===== src/shared/rsa_map.vh =====
`ifndef RSA_MAP_VH
`define RSA_MAP_VH
// operation codes on i_op_code
`define RSA_OP_RL_THRU_C_TO_WORK  5'h00
`define RSA_OP_RR_CIRCULAR        5'h01
`define RSA_OP_RR_TO_WORK         5'h02
`define RSA_OP_RR_THRU_C          5'h03
`define RSA_OP_RR_THRU_C_TO_WORK  5'h04
`define RSA_OP_SUB_BORROW_MEM     5'h05
`define RSA_OP_SUB_BORROW_IMM     5'h06
`define RSA_OP_SUB_BORROW_TO_MEM  5'h07
`define RSA_OP_SUB_MEM            5'h08
`define RSA_OP_SUB_IMM            5'h09
`define RSA_OP_DIFF_TO_MEM        5'h0a
`define RSA_OP_DEC_SKIP           5'h0b
`define RSA_OP_DEC_SKIP_TO_WORK   5'h0c
`define RSA_OP_INC_SKIP           5'h0d
`define RSA_OP_INC_SKIP_TO_WORK   5'h0e
`define RSA_OP_SET_BYTE           5'h0f
`define RSA_OP_SET_BIT            5'h10
`define RSA_OP_SKIP_BIT_NONNULL   5'h11
`define RSA_OP_SKIP_NONNULL       5'h12
`define RSA_OP_SKIP_NULL          5'h13
`define RSA_OP_SKIP_NULL_TO_WORK  5'h14
`define RSA_OP_NIBBLE_EXCH        5'h15
`define RSA_OP_NIBBLE_EXCH_TO_WRK 5'h16
// apb register byte offsets
`define RSA_REG_WORK   12'h000
`define RSA_REG_FLAGS  12'h004
`define RSA_REG_CTRL   12'h008
`define RSA_REG_STATUS 12'h00c
// flag register bit positions
`define RSA_FLG_C  0
`define RSA_FLG_Z  1
`define RSA_FLG_OV 2
`define RSA_FLG_AC 3
`define RSA_FLG_SC 4
`define RSA_FLG_CZ 5
// reset values and the all-ones byte constant
`define RSA_WORK_RST  8'h00
`define RSA_FLAGS_RST 6'h00
`define RSA_CTRL_RST  1'b1
`define RSA_ALL_ONES  8'hff
`endif


===== src/verilog/rsa_alu.v =====
// Contract
// (RULE_01) rotate left thru carry, result to work
// (RULE_02) circular rotate right back to memory
// (RULE_03) circular rotate right into work register
// (RULE_04) rotate right thru carry to memory
// (RULE_05) rotate right thru carry into work
// (RULE_06) work minus memory minus inverted carry
// (RULE_07) work minus immediate minus inverted carry
// (RULE_08) borrow subtract result goes to memory
// (RULE_09) plain subtract, work or memory destination
// (RULE_10) carry set unless difference is negative
// (RULE_11) subtracts update six status flags
// (RULE_12) decrement to memory, skip on zero
// (RULE_13) decrement into work, skip on zero
// (RULE_14) increment to memory, skip on zero
// (RULE_15) increment into work, skip on zero
// (RULE_16) skip instructions take two cycles
// (RULE_17) byte set all ones, bit set one
// (RULE_18) skip when selected bit is nonzero
// (RULE_19) skip when byte is nonzero
// (RULE_20) skip when byte is zero
// (RULE_21) nibble exchange written back to memory
// (RULE_22) nibble exchange into work register
// (RULE_23) skipped instruction has no effect
`timescale 1ns/100ps
`include "rsa_map.vh"

module rsa_alu (
   // clock and reset
   input  wire        i_core_clk,
   input  wire        i_rst,
   // apb slave
   input  wire        i_psel,
   input  wire        i_penable,
   input  wire        i_pwrite,
   input  wire [11:0] i_paddr,
   input  wire [31:0] i_pwdata,
   output reg  [31:0] o_prdata,
   output wire        o_pready,
   output wire        o_pslverr,
   // instruction request from sequencer
   input  wire        i_op_valid,
   input  wire [4:0]  i_op_code,
   input  wire [7:0]  i_mem_data,
   input  wire [7:0]  i_imm,
   input  wire [2:0]  i_bit_sel,
   output wire        o_op_ready,
   // results
   output reg         o_mem_we_q,
   output reg  [7:0]  o_mem_wdata_q,
   output reg         o_skip_q,
   output reg         o_squash_q,
   output wire [7:0]  o_work_q,
   output wire [5:0]  o_flags_q
);

   // architectural and control registers
   reg  [7:0] work_q;
   reg  [7:0] work_d;
   reg  [5:0] flags_q;
   reg  [5:0] flags_d;
   reg        enable_q;
   reg        dummy_q;
   reg        skip_pend_q;

   // decode results for the instruction on the request port
   reg        mem_we_d;
   reg  [7:0] mem_wdata_d;
   reg        skip_d;
   reg        is_skip_op;

   // subtract datapath and bit mask
   reg  [7:0] sub_b;
   reg        sub_borrow;
   reg        sub_op;
   reg        sub_keep_cz;
   reg  [8:0] diff9;
   reg  [4:0] diff_lo;
   reg  [7:0] diff;
   reg  [7:0] bit_mask;

   // handshake and bus helpers
   reg [31:0] rd_mux;
   wire       carry;
   wire       take;
   wire       apb_wr;
   wire       apb_hit;

   assign carry    = flags_q[`RSA_FLG_C];
   assign o_work_q = work_q;
   assign o_flags_q = flags_q;

   // ready unless disabled or in the dummy cycle after a skip instruction
   assign o_op_ready = enable_q & ~dummy_q; // RULE_16
   assign take       = i_op_valid & o_op_ready;

   // one-hot mask for bit operations
   always @* begin
      bit_mask = 8'h01 << i_bit_sel;
   end

   // subtract operand and borrow selection
   always @* begin
      sub_op      = 1'b1;
      sub_keep_cz = 1'b0;
      sub_b       = i_mem_data;
      sub_borrow  = 1'b0;
      case (i_op_code)
         // borrow forms take the inverted carry, operand from memory
         `RSA_OP_SUB_BORROW_MEM,
         `RSA_OP_SUB_BORROW_TO_MEM: begin
            sub_borrow  = ~carry; // RULE_06 RULE_08
            sub_keep_cz = 1'b1;
         end
         // borrow form with the immediate operand
         `RSA_OP_SUB_BORROW_IMM: begin
            sub_b       = i_imm;
            sub_borrow  = ~carry; // RULE_07
            sub_keep_cz = 1'b1;
         end
         // plain subtract of the memory byte, no borrow in
         `RSA_OP_SUB_MEM,
         `RSA_OP_DIFF_TO_MEM: begin
            sub_borrow = 1'b0; // RULE_09
         end
         // plain subtract of the immediate
         `RSA_OP_SUB_IMM: begin
            sub_b = i_imm; // RULE_09
         end
         // not a subtract: flags are left to the decode below
         default: begin
            sub_op = 1'b0;
         end
      endcase
   end

   // nine-bit difference and low nibble borrow
   always @* begin
      diff9   = {1'b0, work_q} - {1'b0, sub_b} - {8'h00, sub_borrow};
      diff_lo = {1'b0, work_q[3:0]} - {1'b0, sub_b[3:0]} - {4'h0, sub_borrow};
      diff    = diff9[7:0];
   end

   // operation decode: next work, flags, memory write and skip
   always @* begin
      work_d      = work_q;
      flags_d     = flags_q;
      mem_we_d    = 1'b0;
      mem_wdata_d = 8'h00;
      skip_d      = 1'b0;
      is_skip_op  = 1'b0;
      case (i_op_code)
         // nine-bit rotate left through carry, byte lands in work
         `RSA_OP_RL_THRU_C_TO_WORK: begin
            work_d                = {i_mem_data[6:0], carry}; // RULE_01
            flags_d[`RSA_FLG_C]   = i_mem_data[7];
         end

         // eight-bit rotate right, written back, carry untouched
         `RSA_OP_RR_CIRCULAR: begin
            mem_we_d    = 1'b1;
            mem_wdata_d = {i_mem_data[0], i_mem_data[7:1]}; // RULE_02
         end

         // eight-bit rotate right into work
         `RSA_OP_RR_TO_WORK: begin
            work_d = {i_mem_data[0], i_mem_data[7:1]}; // RULE_03
         end

         // nine-bit rotate right through carry, written back
         `RSA_OP_RR_THRU_C: begin
            mem_we_d            = 1'b1;
            mem_wdata_d         = {carry, i_mem_data[7:1]}; // RULE_04
            flags_d[`RSA_FLG_C] = i_mem_data[0];
         end

         // nine-bit rotate right through carry into work
         `RSA_OP_RR_THRU_C_TO_WORK: begin
            work_d              = {carry, i_mem_data[7:1]}; // RULE_05
            flags_d[`RSA_FLG_C] = i_mem_data[0];
         end

         // subtracts whose difference goes to memory
         `RSA_OP_SUB_BORROW_TO_MEM,
         `RSA_OP_DIFF_TO_MEM: begin
            mem_we_d    = 1'b1;
            mem_wdata_d = diff; // RULE_08 RULE_09
         end

         // subtracts whose difference goes to work
         `RSA_OP_SUB_BORROW_MEM,
         `RSA_OP_SUB_BORROW_IMM,
         `RSA_OP_SUB_MEM,
         `RSA_OP_SUB_IMM: begin
            work_d = diff; // RULE_06 RULE_07 RULE_09
         end

         // decrement written back, skip when it reaches zero
         `RSA_OP_DEC_SKIP: begin
            mem_we_d    = 1'b1;
            mem_wdata_d = i_mem_data - 8'h01; // RULE_12
            is_skip_op  = 1'b1;
            skip_d      = (i_mem_data == 8'h01);
         end

         // decrement into work, skip when it reaches zero
         `RSA_OP_DEC_SKIP_TO_WORK: begin
            work_d     = i_mem_data - 8'h01; // RULE_13
            is_skip_op = 1'b1;
            skip_d     = (i_mem_data == 8'h01);
         end

         // increment written back, skip when it wraps to zero
         `RSA_OP_INC_SKIP: begin
            mem_we_d    = 1'b1;
            mem_wdata_d = i_mem_data + 8'h01; // RULE_14
            is_skip_op  = 1'b1;
            skip_d      = (i_mem_data == `RSA_ALL_ONES);
         end

         // increment into work, skip when it wraps to zero
         `RSA_OP_INC_SKIP_TO_WORK: begin
            work_d     = i_mem_data + 8'h01; // RULE_15
            is_skip_op = 1'b1;
            skip_d     = (i_mem_data == `RSA_ALL_ONES);
         end

         // whole byte forced to ones
         `RSA_OP_SET_BYTE: begin
            mem_we_d    = 1'b1;
            mem_wdata_d = `RSA_ALL_ONES; // RULE_17
         end

         // one selected bit forced to one
         `RSA_OP_SET_BIT: begin
            mem_we_d    = 1'b1;
            mem_wdata_d = i_mem_data | bit_mask; // RULE_17
         end

         // skip on a set selected bit
         `RSA_OP_SKIP_BIT_NONNULL: begin
            is_skip_op = 1'b1;
            skip_d     = |(i_mem_data & bit_mask); // RULE_18
         end

         // skip on a non-zero byte
         `RSA_OP_SKIP_NONNULL: begin
            is_skip_op = 1'b1;
            skip_d     = |i_mem_data; // RULE_19
         end

         // skip on a zero byte
         `RSA_OP_SKIP_NULL: begin
            is_skip_op = 1'b1;
            skip_d     = ~|i_mem_data; // RULE_20
         end

         // copy to work, skip on a zero byte
         `RSA_OP_SKIP_NULL_TO_WORK: begin
            work_d     = i_mem_data;
            is_skip_op = 1'b1;
            skip_d     = ~|i_mem_data; // RULE_20
         end

         // nibble swap written back
         `RSA_OP_NIBBLE_EXCH: begin
            mem_we_d    = 1'b1;
            mem_wdata_d = {i_mem_data[3:0], i_mem_data[7:4]}; // RULE_21
         end

         // nibble swap into work
         `RSA_OP_NIBBLE_EXCH_TO_WRK: begin
            work_d = {i_mem_data[3:0], i_mem_data[7:4]}; // RULE_22
         end

         // unused codes act as single-cycle no-ops
         default: begin
            work_d = work_q;
         end
      endcase
      // all subtract forms share the six flag updates
      if (sub_op) begin
         flags_d[`RSA_FLG_C]  = ~diff9[8]; // RULE_10
         flags_d[`RSA_FLG_Z]  = ~|diff; // RULE_11
         flags_d[`RSA_FLG_AC] = ~diff_lo[4];
         flags_d[`RSA_FLG_OV] = (work_q[7] ^ sub_b[7]) & (diff[7] ^ work_q[7]);
         flags_d[`RSA_FLG_SC] = flags_d[`RSA_FLG_OV] ^ diff[7];
         flags_d[`RSA_FLG_CZ] = sub_keep_cz ? (~|diff & flags_q[`RSA_FLG_CZ]) : ~|diff;
      end
   end

   // apb decode: zero-wait slave, error on unmapped offsets
   assign o_pready  = 1'b1;
   assign apb_hit   = (i_paddr == `RSA_REG_WORK) | (i_paddr == `RSA_REG_FLAGS) |
                      (i_paddr == `RSA_REG_CTRL) | (i_paddr == `RSA_REG_STATUS);
   assign o_pslverr = i_psel & i_penable & ~apb_hit;
   assign apb_wr    = i_psel & i_penable & i_pwrite & apb_hit;

   // read data mux
   always @* begin
      case (i_paddr)
         `RSA_REG_WORK:   rd_mux = {24'h000000, work_q};
         `RSA_REG_FLAGS:  rd_mux = {26'h0, flags_q};
         `RSA_REG_CTRL:   rd_mux = {31'h0, enable_q};
         `RSA_REG_STATUS: rd_mux = {30'h0, skip_pend_q, dummy_q};
         default:         rd_mux = 32'h00000000;
      endcase
   end

   // read data captured in the setup phase, so it stands from a flip-flop
   // for the whole access phase; a state change at that same edge reads old
   always @(posedge i_core_clk) begin
      if (i_rst) begin
         o_prdata <= 32'h00000000;
      end else if (i_psel && !i_penable) begin
         o_prdata <= rd_mux;
      end
   end

   // architectural state: executed instruction wins over a software write
   always @(posedge i_core_clk) begin
      if (i_rst) begin
         work_q  <= `RSA_WORK_RST;
         flags_q <= `RSA_FLAGS_RST;
      end else if (take && !skip_pend_q) begin
         work_q  <= work_d;
         flags_q <= flags_d;
      end else if (apb_wr && i_paddr == `RSA_REG_WORK) begin
         work_q <= i_pwdata[7:0];
      end else if (apb_wr && i_paddr == `RSA_REG_FLAGS) begin
         flags_q <= i_pwdata[5:0];
      end
   end

   // control register
   always @(posedge i_core_clk) begin
      if (i_rst) begin
         enable_q <= `RSA_CTRL_RST;
      end else if (apb_wr && i_paddr == `RSA_REG_CTRL) begin
         enable_q <= i_pwdata[0];
      end
   end

   // skip sequencing: dummy cycle, then squash the following instruction
   always @(posedge i_core_clk) begin
      if (i_rst) begin
         dummy_q     <= 1'b0;
         skip_pend_q <= 1'b0;
         o_squash_q  <= 1'b0;
         o_skip_q    <= 1'b0;
      end else begin
         dummy_q    <= take & ~skip_pend_q & is_skip_op; // RULE_16
         o_skip_q   <= take & ~skip_pend_q & skip_d;
         o_squash_q <= take & skip_pend_q; // RULE_23
         if (take && skip_pend_q) begin
            skip_pend_q <= 1'b0; // RULE_23
         end else if (take && skip_d) begin
            skip_pend_q <= 1'b1;
         end
      end
   end

   // memory write port, suppressed for a skipped instruction
   always @(posedge i_core_clk) begin
      if (i_rst) begin
         o_mem_we_q    <= 1'b0;
         o_mem_wdata_q <= 8'h00;
      end else begin
         o_mem_we_q <= take & ~skip_pend_q & mem_we_d; // RULE_23
         if (take && !skip_pend_q) begin
            o_mem_wdata_q <= mem_wdata_d;
         end
      end
   end

endmodule // rsa_alu


===== config.mk =====
export PLATFORM = sky130hd
export DESIGN_NAME = rsa_alu
export DESIGN_NICKNAME = d
export VERILOG_FILES = /design/src/verilog/rsa_alu.v
export VERILOG_INCLUDE_DIRS = /design/src /design/src/shared
export SDC_FILE = /design/constraint.sdc
export NUM_CORES = 1
export LEC_CHECK = 0
export ABC_CLOCK_PERIOD_IN_PS = 7400
export BUFFER_PORTS_ARGS = -buffer_cell sky130_fd_sc_hd__clkbuf_2
export CORE_MARGIN = 1.5
export CORE_UTILIZATION = 40
export DETAILED_ROUTE_END_ITERATION = 12
export GPL_TIMING_DRIVEN = 1
export PLACE_DENSITY = 0.73
export SETUP_SLACK_MARGIN = 0.2
export SYNTH_ARGS = -nofsm -noshare
export SYNTH_HDL_FRONTEND = slang
export SYNTH_SLANG_ARGS = --single-unit

===== constraint.sdc =====
create_clock -name i_core_clk -period 7.4 [get_ports i_core_clk]
set_clock_uncertainty 0.1 [all_clocks]
set_input_delay 0.37 -clock i_core_clk [delete_from_list [all_inputs] [get_ports i_core_clk]]
set_output_delay 0.37 -clock i_core_clk [all_outputs]
set_load 0.02 [all_outputs]

==> impl_metrics.py <==
metrics = {
    "route": {
        "vias": 4773,
        "drt_iter0_drc": 525,
        "route.detailed.wl_per_inst_um": 19.1,
        "antenna_left": 0,
        "drtPass1Iterations": 6,
        "via_per_inst": 6.21,
        "drc": 0,
        "drt-total-wl_um": 14700,
    },
    "worst_setup_path": {
        "critPathKind": "primary input to register",
        "critPathMaxFanout": 25,
        "r2r_slack_ns": 4.27,
        "endpoint": "o_mem_wdata_q[1]",
        "rr_worst_depth": 9,
        "timing.rr.end": "o_work_q[3]",
        "worstSetupStartpointType": "primary input",
        "cp-end-kind": "register",
        "worstPathArrival_ns": 4.51,
        "required_ns": 7.45,
        "r2r_start": "o_flags_q[0]",
        "crit_start": "i_op_code[1]",
    },
    "timing": {
        "finalMaxSlewViolations": 0,
        "hold_viol": 0,
        "max_freq_ghz": 0.224,
        "rsz0062_at_grt": "false",
        "period_minus_slack_ns": 4.45,
        "finalSetupViolations": 0,
        "holdWs_ns": 0.193,
        "max_slew_margin_pct": 34.1,
        "tns_ns": 0,
        "fin_crit_sh_pct": 60.2,
        "worst_slew_pin_slew_ns": 0.980,
    },
    "clock_tree": {
        "cts.repair.resized": 0,
        "clk_pin_slew_worst_paths_ns": 0.11,
        "cts_hold_buf": 0,
        "cts_root_buffer": "clkbuf_8",
        "clock_path_buffers": 2,
        "numCtsBuffers": 5,
        "cts_tree": "built",
        "cts.htree.levels": 2,
        "clock_sinks": 36,
        "postCtsSetupRepairBufs": 0,
        "clk_latency_ns": 0.31,
    },
    "placed_design": {
        "hpwl_um": 10700,
        "numPortBuffers": 84,
        "place_area_um2": 4510,
        "dpl.cell_count": 761,
        "gp_congestion": 0.991,
    },
    "finish": {
        "fin_area_um2": 4620,
        "nets": 726,
        "drive_gt1_share_pct": 17.5,
        "instances_no_fill": 769,
        "post-route-util_pct": 45.2,
        "area_growth_pct": 10.1,
        "num_antenna_cells": 0,
    },
    "logic_synthesis": {
        "ys_seq_elements": 36,
        "synth_top_area_share_pct": 17.2,
        "syn_inst": 587,
        "ys_types": 73,
        "ys_top_cells_by_area": "dfxtp_1 17%, ha_1 5.4%, buf_4 4.6%",
        "ys_seq_area_share_pct": 17.2,
        "async_flop_share_pct": 0,
        "synth_ff_type": "dfxtp_1",
        "synth_edf_count": 0,
        "synth_area_um2": 4200,
        "synth.avg_cell_area_um2": 7.15,
        "yosysWarnings": 0,
        "yosysTopAreaCell": "dfxtp_1",
    },
    "pwr": {
        "p_leak_nw": 1.89,
        "p_per_area_nw_per_um2": 147,
        "ir_drop_mv": 0.0861,
    },
    "die": {
        "chipWidth_um": 105,
        "ioPinCount": 134,
        "core_um2": 10200,
        "fp-row-count": 37,
        "die_h_um": 105,
        "dieArea_um2": 11100,
        "start_util_pct": 41.0,
    },
    "hold_path": {
        "worstHoldPathType": "primary input to register",
        "min_from": "i_pwdata[3]",
    },
    "global_routing": {
        "grt_max_degree": 28,
        "grt_pass1_wl_um": 23500,
        "antenna_found_initial": 0,
        "gr-total-overflow": 0,
        "groute.usage.overall_pct": 26.2,
        "grt_pass1_vias": 4381,
    },
    "job": {
        "max_cap_violations": 0,
    },
    "run_status": {
        "outcome": "completed",
    },
}
## critical path: stages
cell and delay, ns:
clkbuf_2 0.33, nor2b_1 0.53, nand2_1 0.09, a21oi_1 0.70, o21ai_0 0.23, fa_1 0.47, fa_1 0.50, inv_1 0.08
a221o_1 0.33, a2111oi_0 0.76, nor3_1 0.12
## kinds of logic after synthesis
kind of cell,share of synthesized area [%]
other,0.179
XOR/XNOR,2.71
adder cells (fa/ha/maj),6.32
buffers and inverters,12.2
flip-flops,17.2
multiplexers,4.89
AO/OA/AOI/OAI,31.4
AND/OR/NAND/NOR,25.1
## synth_stat cells, drive strengths merged, types with 8 or more instances
cell / instances
nand3: 19
ha: 18
o21ai: 29
nor4: 11
a221oi: 16
a211oi: 10
a21oi: 33
a31oi: 12
a221o: 8
dfxtp: 36
buf: 39
o22ai: 14
a22oi: 18
nor2: 47
mux2i: 10
nor2b: 11
nand2b: 9
clkbuf: 31
inv: 37
nor3: 23
nand2: 45
o221ai: 9
## cells in the final DEF (no fill, tap or decap), drive strengths merged, types with 19 or more instances in the layout
master   n
inv     38
a21oi   33
nor2    47
conb    25
nor3    23
clkbuf  89
nand3   19
dfxtp   36
o21ai   29
nand2   45
## registers in the layout (all words and copies together), names as in the netlist
signal,flops
o_mem_wdata_q,8
o_prdata,8
o_work_q,8
o_flags_q,6
dummy_q,1
enable_q,1
o_mem_we_q,1
o_skip_q,1
o_squash_q,1
skip_pend_q,1
## metrics by stage
step	setup slack, ns	total power [mW]
floorplan	3.69	0.413
global placement	2.71	0.476
detailed placement	2.67	0.482
CTS	3.01	0.673
global route	2.62	0.716
finish	2.95	0.682
## final cells by class
| cell class | count | area [µm²] |
|---|---|---|
| Clock buffer | 5 | 68.8 |
| Clock inverter | 3 | 46.3 |
| Fill cell | 1085 | 5610 |
| Inverter | 37 | 139 |
| Multi-Input combinational cell | 467 | 3050 |
| Sequential cell | 36 | 721 |
| Tap cell | 136 | 170 |
| Timing Repair Buffer | 85 | 428 |
## how the worst min path moves through the flow
| stage | slack (ns) | cells past startpoint | to |
|---|---|---|---|
| floorplan | 0.39 | 1 | o_squash_q |
| global placement | 0.35 | 2 | o_mem_wdata_q[5] |
| detailed placement | 0.35 | 2 | o_mem_wdata_q[5] |
| CTS | 0.20 | 3 | o_flags_q[3] |
| global route | 0.22 | 3 | o_flags_q[3] |
| finish | 0.19 | 3 | o_flags_q[3] |
## per-layer routing
metal  track usage [%]  routed length (µm)
met4              7.34                 255
met1              36.2                6210
met3              4.33                1670
met2              41.9                6510
met5                 0                   0
## power by group
group	total [mW]	internal, mW	switching [mW]
sequential	0.207	0.200	0.00663
clock	0.195	0.102	0.0930
combinational	0.280	0.0937	0.186
total	0.682	0.396	0.286
Power figures use the tool's default switching activity.
